--- src/hdl/tcmc_map.vh ---
// Constants of the timecode mode controller: modes, frame rate codes and timing counts.
// Assumes the includer runs on one 20 MHz clock.
`ifndef TCMC_MAP_VH
`define TCMC_MAP_VH

`define TCMC_MODE_OFF      3'h0
`define TCMC_MODE_FREE     3'h1
`define TCMC_MODE_RECRUN   3'h2
`define TCMC_MODE_RTC      3'h3
`define TCMC_MODE_EXT      3'h4
`define TCMC_MODE_EXTAUTO  3'h5

`define TCMC_FPS_23976     3'h0
`define TCMC_FPS_24        3'h1
`define TCMC_FPS_25        3'h2
`define TCMC_FPS_2997ND    3'h3
`define TCMC_FPS_2997D     3'h4
`define TCMC_FPS_30ND      3'h5
`define TCMC_FPS_30D       3'h6

// Frame rates in thousandths of a frame per second.
`define TCMC_RATE_23976    36'h000005DA8
`define TCMC_RATE_24       36'h000005DC0
`define TCMC_RATE_25       36'h0000061A8
`define TCMC_RATE_2997     36'h000007512
`define TCMC_RATE_30       36'h000007530

`define TCMC_CLK_HZ        20000000
`define TCMC_LOSS_MS       100

`define TCMC_TC_W          22
`define TCMC_TC_RESET      22'h000000
`define TCMC_FF_LSB        0
`define TCMC_SS_LSB        5
`define TCMC_MM_LSB        11
`define TCMC_HH_LSB        17
`define TCMC_DROP_SKIP     5'h02

`endif

--- src/hdl/tcmc_tc_counter.v ---
// Hours, minutes, seconds and frames counter with load and drop-frame skip.
// Assumes one tick per frame period and a load that overrides the tick.
`timescale 1ns/1ps
`default_nettype none
`include "tcmc_map.vh"
module tcmc_tc_counter (
  input  wire        i_clk,
  input  wire        i_reset_n,
  input  wire        i_load,
  input  wire [21:0] i_load_tc,
  input  wire        i_tick,
  input  wire [4:0]  i_max_ff,
  input  wire        i_drop,
  output wire [21:0] o_tc
);
  reg  [4:0] hh;
  reg  [5:0] mm;
  reg  [5:0] ss;
  reg  [4:0] ff;
  reg  [4:0] next_hh;
  reg  [5:0] next_mm;
  reg  [5:0] next_ss;
  reg  [4:0] next_ff;

  assign o_tc = {hh, mm, ss, ff};

  always @* begin
    next_hh = hh;
    next_mm = mm;
    next_ss = ss;
    next_ff = ff;
    if (ff >= i_max_ff) begin
      next_ff = 5'h00;
      if (ss >= 6'h3B) begin
        next_ss = 6'h00;
        if (mm >= 6'h3B) begin
          next_mm = 6'h00;
          next_hh = (hh >= 5'h17) ? 5'h00 : hh + 5'h01;
        end else begin
          next_mm = mm + 6'h01;
        end
        // Frames 0 and 1 are skipped at each minute except every tenth.
        if (i_drop && (next_mm % 6'h0A) != 6'h00) begin
          next_ff = `TCMC_DROP_SKIP;
        end
      end else begin
        next_ss = ss + 6'h01;
      end
    end else begin
      next_ff = ff + 5'h01;
    end
  end

  always @(posedge i_clk or negedge i_reset_n) begin
    if (!i_reset_n) begin
      hh <= 5'h00;
      mm <= 6'h00;
      ss <= 6'h00;
      ff <= 5'h00;
    end else if (i_load) begin
      hh <= i_load_tc[`TCMC_HH_LSB +: 5];
      mm <= i_load_tc[`TCMC_MM_LSB +: 6];
      ss <= i_load_tc[`TCMC_SS_LSB +: 6];
      ff <= i_load_tc[`TCMC_FF_LSB +: 5];
    end else if (i_tick) begin
      hh <= next_hh;
      mm <= next_mm;
      ss <= next_ss;
      ff <= next_ff;
    end
  end
endmodule // tcmc_tc_counter
`default_nettype wire

--- src/hdl/tcmc_top.v ---
// Timecode mode controller: chooses how internal timecode runs, chases or is muted.
// Assumes the external receiver, recorder state and real-time clock share i_clk.
`timescale 1ns/1ps
`default_nettype none
`include "tcmc_map.vh"
module tcmc_top #(
  parameter LOSS_CYCLES = `TCMC_LOSS_MS * (`TCMC_CLK_HZ / 1000)
) (
  input  wire        i_clk,
  input  wire        i_reset_n,
  input  wire [2:0]  i_mode,
  input  wire [2:0]  i_fps_sel,
  input  wire        i_mute_opt,
  input  wire        i_clk_lock_opt,
  input  wire        i_fallback_opt,
  input  wire        i_recording,
  input  wire        i_paused,
  input  wire        i_rtc_changed,
  input  wire [21:0] i_rtc_tc,
  input  wire        i_jam,
  input  wire        i_ext_strobe,
  input  wire [21:0] i_ext_tc,
  output reg  [21:0] o_tc_out,
  output reg         o_tc_frame,
  output reg         o_tc_drive,
  output reg         o_tc_embed,
  output reg         o_ext_present,
  output reg         o_rec_start,
  output reg         o_rec_stop,
  output reg         o_audio_clk_ext
);
  // A frame is due each time the summed milli-frame rate reaches the clock rate times 1000.
  localparam [35:0] ACC_LIMIT = `TCMC_CLK_HZ * 36'd1000;
  localparam [31:0] LOSS_LIMIT = LOSS_CYCLES;

  reg  [35:0] acc;
  reg  [35:0] rate;
  reg  [4:0]  max_ff;
  reg         drop;
  reg         tick;
  reg  [31:0] loss_cnt;
  reg         ext_present;
  reg         ext_present_d;
  reg         started;
  reg  [2:0]  prev_mode;
  reg         run;
  reg         load;
  reg  [21:0] load_tc;
  wire [21:0] tc;
  wire [35:0] acc_sum;
  wire        ext_mode;
  wire        int_mode;
  wire        mute_eff;
  wire        fallback_eff;
  wire        mode_entry;
  wire        mode_on;

  assign ext_mode     = (i_mode == `TCMC_MODE_EXT) || (i_mode == `TCMC_MODE_EXTAUTO);
  assign int_mode     = (i_mode == `TCMC_MODE_FREE) || (i_mode == `TCMC_MODE_RECRUN) ||
                        (i_mode == `TCMC_MODE_RTC);
  assign mute_eff     = i_mute_opt && int_mode;
  assign fallback_eff = i_fallback_opt && ext_mode;
  assign mode_entry   = started && (prev_mode != i_mode);
  // Modes 6 and 7 fall in neither group and behave as off.
  assign mode_on      = ext_mode || int_mode;
  assign acc_sum      = acc + rate;

  // Frame rate and frame count per selection; unknown codes run at 30 non-drop.
  always @* begin
    rate   = `TCMC_RATE_30;
    max_ff = 5'h1D;
    drop   = 1'b0;
    case (i_fps_sel)
      `TCMC_FPS_23976: begin
        rate   = `TCMC_RATE_23976;
        max_ff = 5'h17;
      end
      `TCMC_FPS_24: begin
        rate   = `TCMC_RATE_24;
        max_ff = 5'h17;
      end
      `TCMC_FPS_25: begin
        rate   = `TCMC_RATE_25;
        max_ff = 5'h18;
      end
      `TCMC_FPS_2997ND: begin
        rate = `TCMC_RATE_2997;
      end
      `TCMC_FPS_2997D: begin
        rate = `TCMC_RATE_2997;
        drop = 1'b1;
      end
      `TCMC_FPS_30D: begin
        drop = 1'b1;
      end
      default: begin
        rate = `TCMC_RATE_30;
      end
    endcase
  end

  // Run enable per mode and the source of any load.
  always @* begin
    run     = 1'b0;
    load    = 1'b0;
    load_tc = i_ext_tc;
    case (i_mode)
      `TCMC_MODE_FREE: begin
        run = 1'b1;
      end
      `TCMC_MODE_RECRUN: begin
        run = i_recording;
      end
      `TCMC_MODE_RTC: begin
        run = 1'b1;
        if (!started || i_rtc_changed || mode_entry) begin
          load    = 1'b1;
          load_tc = i_rtc_tc;
        end
      end
      `TCMC_MODE_EXT, `TCMC_MODE_EXTAUTO: begin
        run  = fallback_eff && !ext_present;
        load = i_ext_strobe;
      end
      default: begin
        run = 1'b0;
      end
    endcase
    // A manual jam takes the external value in the internal modes.
    if (i_jam && int_mode && !load) begin
      load    = 1'b1;
      load_tc = i_ext_tc;
    end
  end

  // Fractional accumulator giving one tick per frame period.
  // A load restarts the period, so the loaded frame lasts a full frame time.
  always @(posedge i_clk or negedge i_reset_n) begin
    if (!i_reset_n) begin
      acc  <= 36'h000000000;
      tick <= 1'b0;
    end else if (load) begin
      acc  <= 36'h000000000;
      tick <= 1'b0;
    end else if (!run) begin
      tick <= 1'b0;
    end else if (acc_sum >= ACC_LIMIT) begin
      acc  <= acc_sum - ACC_LIMIT;
      tick <= 1'b1;
    end else begin
      acc  <= acc_sum;
      tick <= 1'b0;
    end
  end

  // External presence: lost after LOSS_CYCLES with no incoming frame.
  always @(posedge i_clk or negedge i_reset_n) begin
    if (!i_reset_n) begin
      loss_cnt    <= 32'h00000000;
      ext_present <= 1'b0;
    end else if (i_ext_strobe) begin
      loss_cnt    <= 32'h00000000;
      ext_present <= 1'b1;
    end else if (loss_cnt >= LOSS_LIMIT - 32'h00000001) begin
      ext_present <= 1'b0;
    end else begin
      loss_cnt <= loss_cnt + 32'h00000001;
    end
  end

  // Mode and presence history for entry and edge detection.
  always @(posedge i_clk or negedge i_reset_n) begin
    if (!i_reset_n) begin
      started       <= 1'b0;
      prev_mode     <= `TCMC_MODE_OFF;
      ext_present_d <= 1'b0;
    end else begin
      started       <= 1'b1;
      prev_mode     <= i_mode;
      ext_present_d <= ext_present;
    end
  end

  // The counter gives a load priority over a tick in the same cycle.
  tcmc_tc_counter u_counter (
    .i_clk     (i_clk),
    .i_reset_n (i_reset_n),
    .i_load    (load),
    .i_load_tc (load_tc),
    .i_tick    (tick),
    .i_max_ff  (max_ff),
    .i_drop    (drop),
    .o_tc      (tc)
  );

  // Every output is registered; the start and stop strobes last one cycle.
  always @(posedge i_clk or negedge i_reset_n) begin
    if (!i_reset_n) begin
      o_tc_out        <= `TCMC_TC_RESET;
      o_tc_frame      <= 1'b0;
      o_tc_drive      <= 1'b0;
      o_tc_embed      <= 1'b0;
      o_ext_present   <= 1'b0;
      o_rec_start     <= 1'b0;
      o_rec_stop      <= 1'b0;
      o_audio_clk_ext <= 1'b0;
    end else begin
      o_tc_out        <= tc;
      o_tc_frame      <= tick || load;
      o_tc_embed      <= mode_on;
      // Muting applies only when fully stopped, never while paused.
      o_tc_drive      <= mode_on &&
                         !(mute_eff && !i_recording && !i_paused);
      o_ext_present   <= ext_present;
      o_rec_start     <= (i_mode == `TCMC_MODE_EXTAUTO) && ext_present && !ext_present_d;
      o_rec_stop      <= (i_mode == `TCMC_MODE_EXTAUTO) && !ext_present && ext_present_d;
      o_audio_clk_ext <= i_clk_lock_opt && ext_mode && ext_present;
    end
  end
endmodule // tcmc_top
`default_nettype wire

--- config.mk ---
export PLATFORM = sky130hd
export DESIGN_NAME = tcmc_top
export DESIGN_NICKNAME = d
export VERILOG_FILES = /design/src/hdl/tcmc_tc_counter.v /design/src/hdl/tcmc_top.v
export VERILOG_INCLUDE_DIRS = /design/src /design/src/hdl
export SDC_FILE = /design/constraint.sdc
export NUM_CORES = 1
export LEC_CHECK = 0
export BUFFER_PORTS_ARGS = -buffer_cell sky130_fd_sc_hd__buf_4
export CAP_MARGIN = 40
export CORE_ASPECT_RATIO = 1.5
export CORE_MARGIN = 4
export CORE_UTILIZATION = 27
export CTS_BUF_LIST = sky130_fd_sc_hd__clkbuf_4 sky130_fd_sc_hd__clkbuf_8 sky130_fd_sc_hd__clkbuf_16
export DETAILED_ROUTE_END_ITERATION = 10
export PLACE_DENSITY = 0.41
export SETUP_SLACK_MARGIN = 0.3
export SLEW_MARGIN = 20
export SYNTH_ARGS = -nofsm -noshare
export SYNTH_HDL_FRONTEND = slang
export SYNTH_SLANG_ARGS = --single-unit
--- constraint.sdc ---
create_clock -name i_clk -period 8 [get_ports i_clk]
set_clock_uncertainty 0.2 [all_clocks]
set_input_delay 0 -clock i_clk [delete_from_list [all_inputs] [get_ports i_clk]]
set_output_delay 0 -clock i_clk [all_outputs]
set_load 0.01 [all_outputs]
## Yosys cells after proc, flatten, opt, wreduce, memory -nomap -nowiden

Index checks and enable logic that the tools add are counted.

- Input port bits: 60
- Bits in read-only memories: 0
- Output and inout bits: 29
- Bits in latches: 0
- Register bits: 125
- RAM bits: 0
- Memories kept: 0

- Shifts and indexed selects: 0
- Bitwise gates (word level): 0
- Reductions and logical operators: 46
- $mul: 0
- Magnitude comparators: 6
- Divide/modulo/power cells: 1
- Add/sub/neg operators: 7
- Equality and inequality tests: 12
- Multiplexer cells: 42

Operators by type and width:

| operator | number |
|---|---|
| $mux 36 | 3 |
| $mux 22 | 3 |
| $mux 6 | 11 |
| $mux 32 | 2 |
| $pmux 14 s4 | 1 |
| $mux 5 | 10 |
| $add 36x36->36 | 1 |
| $ge 36x35->1 const B | 1 |
| $sub 36x35->36 const B | 1 |
| $add 32x1->32 const B | 1 |
| $ge 32x21->1 const B | 1 |
| $logic_and 1x1->1 | 16 |
| $add 6x1->6 const B | 2 |
| $eq 3x2->1 const B | 4 |
| $eq 3x3->1 const B | 4 |
| $ge 6x6->1 const B | 2 |
| $reduce_bool 2->1 | 6 |
| $add 5x1->5 const B | 2 |
| $reduce_or 2->1 | 5 |
| $mux 1 | 8 |
| $pmux 4 s2 | 1 |
| $logic_not 1->1 | 7 |
| $logic_or 1x1->1 | 7 |
| $eq 3x1->1 const B | 2 |
| other kinds (13) | 13 |

## Depth between registers and ports, before layout

Gate-level depths: netlist of the first run.

- Depth after elaboration: 13
- Gate-level depth with buffers: 22
- Mapped depth without buffers: 19

## Modules after synthesis

Synthesis of the first run repeated with hierarchy kept, for this count alone.

- Cells, all modules: 911
- Area, all modules: 8,282.9 um^2

Modules (own cells, without submodules):

| module | instances | area each (um^2) | cells an instance |
|---|---|---|---|
| tcmc_top | 1 | 6,371.1 | 687 |
| tcmc_tc_counter | 1 | 1,911.8 | 224 |

## Worst setup path after synthesis of the first run

Ideal clock, no wire load.

- Path type: input to register
- Start point: input port i_fps_sel[2]
- End point: register acc[33]
- Required time: 7.681 ns
- Cell stages on the path: 19
- Setup time: 0.119 ns
- Arrival: 4.265 ns
- Slack: 3.416 ns
- Path buffers: 2
- Cell sequence: or2_2 > inv_1 > nor2_1 > ha_1 > ha_1 > a211oi_1 > o21ai_2 > and4_1 > buf_4 > nor3_1 > a221oi_2 > or4b_4 > o31a_1 > a2111o_1 > and2_1 > buf_6 > or4_1 > and3_1 > o21a_1

- Cells in the longest elaborated chain, start to end: 8
- Elaborated cells between the ends (all ways): 13
- Those cells by class: add/sub: 2; order compare: 1; eq/ne: 4; mux: 4; reduce/logical: 2

Ends and longest elaborated chain:

| element | line | RTL |
|---|---|---|
| start, declared | tcmc_top.v:12 | `input wire [2:0] i_fps_sel,` |
| $eq 3x3->1 / $eq 3x2->1 (equally long branches) | tcmc_top.v:73 | `case (i_fps_sel)` |
| $reduce_or 2->1 (no line) | n/a |  |
| $pmux 14 s4 (*) | tcmc_top.v:73 |  |
| $add 36x36->36 (*) | tcmc_top.v:66 | `assign acc_sum = acc + rate;` |
| $sub 36x35->36 / $ge 36x35->1 (equally long branches) | tcmc_top.v:148, tcmc_top.v:147 |  |
| $mux 36 (*) | tcmc_top.v:147 | `end else if (acc_sum >= ACC_LIMIT) begin` |
| $mux 36 (*) | tcmc_top.v:145 | `end else if (!run) begin` |
| $mux 36 (*) | tcmc_top.v:142 | `end else if (load) begin` |
| end signal, assigned | tcmc_top.v:148 | `acc <= acc_sum - ACC_LIMIT;` |
| end signal, assigned | tcmc_top.v:151 | `acc <= acc_sum;` |
| end, declared | tcmc_top.v:36 | `reg [35:0] acc;` |

Every way passes the cells marked *; elsewhere a longest branch is shown, timed or not. The select of a mux whose other input is x is not followed.
A chain may end at the register's enable or synchronous reset.

## Worst setup path in the final report of the first run

- Start point: input port i_fps_sel[0]
- End point: register acc[33]

The elaborated chain is that of the path after synthesis.

==> results of run 1 <==
==> state kept, by name, summed over array words and instances, names as in the netlist <==
signal           cells
acc                 35
loss_cnt            32
o_tc_out            22
u_counter.mm         6
u_counter.ss         6
u_counter.ff         5
u_counter.hh         5
prev_mode            3
ext_present          1
o_audio_clk_ext      1
o_ext_present        1
o_rec_start          1
o_rec_stop           1
o_tc_drive           1
o_tc_embed           1
o_tc_frame           1
started              1
tick                 1
==> worst paths after layout <==
check / to / from / cells after the start / slack (ns)
min: acc[1] / i_fps_sel[2] / 7 / 0.06
min reg2reg: o_ext_present / ext_present / 0 / 0.23
max in group asynchronous: acc[23] / i_reset_n / 5 / 6.54
min in group asynchronous: loss_cnt[11] / i_reset_n / 3 / 0.33
max reg2reg: acc[33] / acc[5] / 13 / 2.98
max: acc[33] / i_fps_sel[0] / 20 / 2.71
==> cell families (layout without fill, tap and decap cells) <==
group | count (synthesis) | after routing | share of synthesized area, %
buf+inv | 56 | 204 | 3.04
xor+xnor | 67 | 67 | 7.79
mux | 13 | 13 | 1.81
fa+ha+maj | 22 | 22 | 3.65
simple gates | 345 | 345 | 22.9
compound gates | 229 | 229 | 19.6
flops | 124 | 124 | 41.2
other cells | 1 | 1 | 0.0498
==> synth_stat cells, types with 7 or more instances <==
master,n,area (µm²)
dfrtp_1,124,3100
nor2_1,92,345
nand2_1,80,300
a21oi_1,76,380
o21ai_0,57,285
xor2_1,34,298
xnor2_1,33,289
nand3_1,30,150
clkbuf_1,28,105
ha_1,22,275
and3_1,21,131
inv_1,19,71.3
nor3_1,19,95.1
or3_1,17,106
nor2b_1,16,100
nand4_1,13,81.3
nand2b_1,11,68.8
a211oi_1,10,75.1
a31oi_1,9,56.3
mux2i_1,8,80.1
a21o_1,7,52.6
nor4_1,7,43.8
o21a_1,7,52.6
==> worst max-delay path, cell delays in order <==
cell and delay [ns]:
dlygate4sd3_1 0.56, buf_4 0.16, nand2b_1 0.15, nor2_1 0.09, a21oi_1 0.06, nor2_1 0.10, ha_1 0.21, ha_1 0.22
a211oi_1 0.10, o21ai_2 0.20, and4_1 0.43, or2_1 0.27, a221oi_2 0.12, or4b_4 0.58, o31a_1 0.39, a2111o_1 0.58
and2_1 0.29, or4_1 0.53, and3_1 0.18, o21a_1 0.17
==> per-layer routing <==
metal	up-vias	part of all wire, %	track usage (%)
li1	3349	-	-
met1	3236	39	17.3
met2	104	54	28.4
met3	48	2.8	3.17
met4	0	4.0	7.79
met5	-	0	0
==> power by group through the flow <==
stage / Combinational (mW) / Sequential, mW / Clock, mW
floorplan: 0.359 / 0.823 / 0
global placement: 0.578 / 0.838 / 0
detailed placement: 0.578 / 0.836 / 0
CTS: 0.642 / 0.827 / 0.822
global route: 0.716 / 0.840 / 0.844
finish: 0.633 / 0.825 / 0.796
==> placed cells by master, fill, tap and decap left out, types with 4 or more instances in the layout <==
cell           Yosys  final
nor4_1             7      7
ha_1              22     22
and2_1             5      5
nand4_1           13     13
xor2_1            34     34
mux2_2             5      5
o21a_1             7      7
and4_1             5      5
xnor2_1           33     33
mux2i_1            8      8
dlygate4sd3_1      0     54
or3_1             17     17
nand2b_1          11     11
and3_1            21     21
a21o_1             7      7
clkbuf_16          0     17
o2111ai_1          4      4
nand2_1           80     80
clkinv_4           0      5
nor3b_1            5      5
a211oi_1          10     10
o21ai_0           57     57
o211ai_1           5      5
dfrtp_1          124    124
inv_1             19     19
or2_2              5      5
buf_4              2     96
or4_1              4      4
nor3_1            19     18
nand3_1           30     30
nor2b_1           16     16
a31oi_1            9      9
nor2_1            92     92
a21oi_1           76     76
==> stage by stage <==
step,power [mW],hold slack (ns),instances,util [%]
final,2.25,0.0594,1347,35.5
after global routing,2.40,0.0909,1347,35.5
after CTS,2.29,0.0357,1346,35.4
after detailed placement,1.41,-0.123,1259,31.2
after global placement,1.42,-0.129,1259,31.2
after floorplan,1.18,-0.496,857,-
==> final cells by class <==
class                   count  share of cell area [%]
clock buffers              18                    4.51
multi-input cells         677                    43.2
clock inverters            14                    1.66
repair buffers            153                    13.6
inverters                  19                   0.732
flip-flops and latches    124                    31.9
well taps                 342                    4.39
==> flow_metrics.env, run 1 <==
export IMPL_synth_edf_count=0
export IMPL_timing_fmax_mhz=189
export IMPL_place_area_um2=8540
export IMPL_critPathKind="input port to flip-flop"
export IMPL_firstDrtPassIters=4
export IMPL_fin_crit_sh_pct=66.1
export IMPL_synthFlopType="dfrtp_1"
export IMPL_ant_nets=0
export IMPL_multi_input_area_um2=4210
export IMPL_drive_gt1_share_pct=15.8
export IMPL_hold_class="input port to flip-flop"
export IMPL_grtUsageTotal_pct=15.8
export IMPL_start_kind="input port"
export IMPL_fin_nets=1074
export IMPL_pin_count=89
export IMPL_nFillCells=2906
export IMPL_syn_area_per_cell_um2=8.79
export IMPL_combPwrFrac_pct=28.1
export IMPL_clockBufferDepth=2
export IMPL_p_switching_uw=750
export IMPL_ir_worst_vdd_mv=0.145
export IMPL_ys_ff_latch=124
export IMPL_post_cts_repair_setup_buffers=0
export IMPL_total_leakage_power_nw=4.22
export IMPL_syn_area_um2=7530
export IMPL_synth_cells=857
export IMPL_final_hold_viol_count=0
export IMPL_syn_nets=939
export IMPL_setup_viol=0
export IMPL_die_w_um=144
export IMPL_avgRoutedWirePerCell_um=17.2
export IMPL_portBuffers=88
export IMPL_start_util_pct=27.5
export IMPL_critPathCaptureType="flip-flop"
export IMPL_cts_tree="yes"
export IMPL_pwr_share_seq_pct=36.6
export IMPL_cp_arrival_ns=5.42
export IMPL_p_per_area_nw_per_um2=231
export IMPL_hold_buffers=55
export IMPL_coreArea_um2=27400
export IMPL_async_flop_share_pct=100
export IMPL_path_max_fanout=12
export IMPL_ys_warnings_count=0
export IMPL_via_count=6737
export IMPL_seq_area_um2=3100
export IMPL_vias_per_cell=5.00
export IMPL_cts_sinks=124
export IMPL_worstPathRequired_ns=8.13
export IMPL_cts_buffers=17
export IMPL_tightestPinTransition_ns=0.827
export IMPL_antenna_found_initial=0
export IMPL_fin_ws_ns=2.71
export IMPL_grt_overflow=0
export IMPL_grt_pass1_wl_mm=37.6
export IMPL_die_area_um2=30700
export IMPL_clk_pin_slew_ns=0.07
export IMPL_drtIter0Drc=229
export IMPL_rsz0062_at_grt="no"
export IMPL_clock_tree_root_cell="clkbuf_16"
export IMPL_diodes=0
export IMPL_swShare_pct=33.3
export IMPL_fp_row_count=74
export IMPL_design_area_um2=9740
export IMPL_cts_repair_resized=0
export IMPL_drc=0
export IMPL_tns_ns=0
export IMPL_routed_wl_mm=23.1
export IMPL_p_int_mw=1.50
export IMPL_pre_cts_ws_ns=2.80
export IMPL_max_slew_margin_rel_pct=44.4
export IMPL_status="completed"
export IMPL_gp_congestion=0.820
export IMPL_ys_seq_area_share_pct=41.2
export IMPL_cap_viol_max_count=0
export IMPL_finalCriticalPeriod_ns=5.29
export IMPL_maxSlewViolCount=0
export IMPL_grt_max_degree=59
export IMPL_htree_levels=4
export IMPL_clkPwrFrac_pct=35.3
export IMPL_grt_pass1_vias=7005
export IMPL_die_h_um=213
export IMPL_post_dp_hpwl_mm=16.4
export IMPL_syn_to_final_growth_pct=29.3
export IMPL_synth_distinct_cells=79
export IMPL_clkLatencyLatePin_ns=0.44
No activity file was read; power rests on OpenSTA's default activity.
==> run 2, diff against run 1 <==
==> constraint.sdc (replaced) <==
create_clock -name i_clk -period 5.3 [get_ports i_clk]
set_clock_uncertainty 0.2 [all_clocks]
set_input_delay 0 -clock i_clk [delete_from_list [all_inputs] [get_ports i_clk]]
set_output_delay 0 -clock i_clk [all_outputs]
set_load 0.01 [all_outputs]
==> flow_metrics.env, run 2 (synthesis results as in run 1) <==
export IMPL_status="completed"
export IMPL_drc=0
export IMPL_diodes=0
export IMPL_via_count=6792
export IMPL_pin_count=89
export IMPL_tightestPinTransition_ns=0.681
export IMPL_routed_wl_mm=23.2
export IMPL_top_regs="acc: 35 flops, loss_cnt: 32 flops, o_tc_out: 22 flops"
export IMPL_final_hold_viol_count=0
export IMPL_grt_max_degree=58
export IMPL_min_path_cells=6
export IMPL_largest_register_ffs=35
export IMPL_r2r_cells=13
export IMPL_die_w_um=144
export IMPL_coreArea_um2=27400
export IMPL_p_total_mw=3.43
export IMPL_rr_startpoint="acc[5]"
export IMPL_max_slew_margin_rel_pct=54.5
export IMPL_grt_pass1_wl_mm=38.4
export IMPL_cp_arrival_ns=4.95
export IMPL_rsz0062_at_grt="no"
export IMPL_fp_row_count=74
export IMPL_grt_overflow=0
export IMPL_vias_per_cell=5.01
export IMPL_r2r_end="acc[33]"
export IMPL_hp_start="i_fps_sel[0]"
export IMPL_place_inst=1266
export IMPL_finalCriticalPeriod_ns=4.83
export IMPL_fin_ws_ns=0.474
export IMPL_start_util_pct=27.5
export IMPL_grt_pass1_vias=7247
export IMPL_final_cell_mix="124 x dfrtp_1, 104 x buf_4, 92 x nor2_1"
export IMPL_avgRoutedWirePerCell_um=17.2
export IMPL_fin_cells=1355
export IMPL_start_kind="flip-flop"
export IMPL_drive_gt1_share_pct=16.8
export IMPL_hold_path_endpoint="acc[1]"
export IMPL_maxSlewViolCount=0
export IMPL_top_register="acc"
export IMPL_drtIter0Drc=302
export IMPL_path_max_fanout=7
export IMPL_whs_ns=0.0119
export IMPL_ir_worst_vdd_mv=0.233
export IMPL_cts_buffers=17
export IMPL_timing_fmax_mhz=207
export IMPL_die_h_um=213
export IMPL_clkLatencyLatePin_ns=0.44
export IMPL_critPathKind="flip-flop to flip-flop"
export IMPL_worstPathRequired_ns=5.43
export IMPL_gp_congestion=0.795
export IMPL_die_area_um2=30700
export IMPL_cts_tree="yes"
export IMPL_syn_to_final_growth_pct=30.1
export IMPL_post_dp_hpwl_mm=16.5
export IMPL_hold_class="input port to flip-flop"
export IMPL_pre_cts_ws_ns=0.255
export IMPL_setup_viol=0
export IMPL_timing_reg2reg_setup_slack_ns=0.47
export IMPL_tns_ns=0
export IMPL_antenna_found_initial=0
export IMPL_grtUsageTotal_pct=16.0
export IMPL_p_per_area_nw_per_um2=350
export IMPL_critPathCaptureType="flip-flop"
export IMPL_cts_sinks=124
export IMPL_final_common_cell="dfrtp_1"
export IMPL_cap_viol_max_count=0
export IMPL_fin_nets=1082
export IMPL_portBuffers=88
export IMPL_firstDrtPassIters=5
export IMPL_htree_levels=4
export IMPL_ant_nets=0
export IMPL_total_leakage_power_nw=4.26
export IMPL_clockBufferDepth=2
export IMPL_clock_tree_root_cell="clkbuf_16"
export IMPL_fin_crit_sh_pct=91.1
export IMPL_clk_pin_slew_ns=0.06
## run 2: area by class of cell
class | count | area, µm²
Multi-Input combinational cell | 677 | 4220
Inverter | 19 | 71.3
Sequential cell | 124 | 3100
Tap cell | 342 | 428
Clock buffer | 22 | 469
Clock inverter | 10 | 140
Timing Repair Buffer | 161 | 1370
Fill cell | 2867 | 17600
## run 2: per-layer routing
| layer | share of wire (%) | vias up | global-route usage, % |
|---|---|---|---|
| met3 | 3.4 | 40 | 3.85 |
| li1 | - | 3356 | - |
| met5 | 0 | - | 0 |
| met2 | 54 | 120 | 28.7 |
| met1 | 39 | 3276 | 17.7 |
| met4 | 3.3 | 0 | 7.24 |
## run 2: worst max-delay path by stage
stage                      start       to  slack, ns
finish                    acc[5]  acc[33]       0.47
global route              acc[5]  acc[33]       0.30
CTS                       acc[5]  acc[33]       0.40
detailed placement  i_fps_sel[2]  acc[33]       0.25
global placement    i_fps_sel[2]  acc[33]       0.37
floorplan           i_fps_sel[2]  acc[33]       0.72
## run 2: worst max-delay path: stages (launching register included)
cell and delay (ns):
dfrtp_1 0.40, ha_1 0.38, a21oi_1 0.23, a21oi_1 0.12, o21ai_2 0.36, and2_2 0.34, a221oi_2 0.10, or4b_4 0.58
o31a_1 0.40, a2111o_1 0.46, and2_1 0.24, or4_1 0.54, and3_1 0.18, o21a_1 0.17
## run 2: report_power, final
| group | switching (mW) | internal (mW) |
|---|---|---|
| clock | 0.458 | 0.772 |
| sequential | 0.149 | 1.10 |
| combinational | 0.495 | 0.460 |
| total | 1.10 | 2.33 |
## run 2: stage by stage
stage	utilization, %	cell area [µm²]
global route	35.8	9800
floorplan	-	7530
CTS	35.6	9750
detailed placement	31.4	8600
global placement	31.4	8600
finish	35.8	9800
## run 2: repair_timing
item                                    in CTS  in global routing
endpoints found under the setup margin       0                  6
endpoints found under the hold margin      132                  0
hold buffers                                54                  0
setup buffers                                0                  1
resized for setup                            0                  4
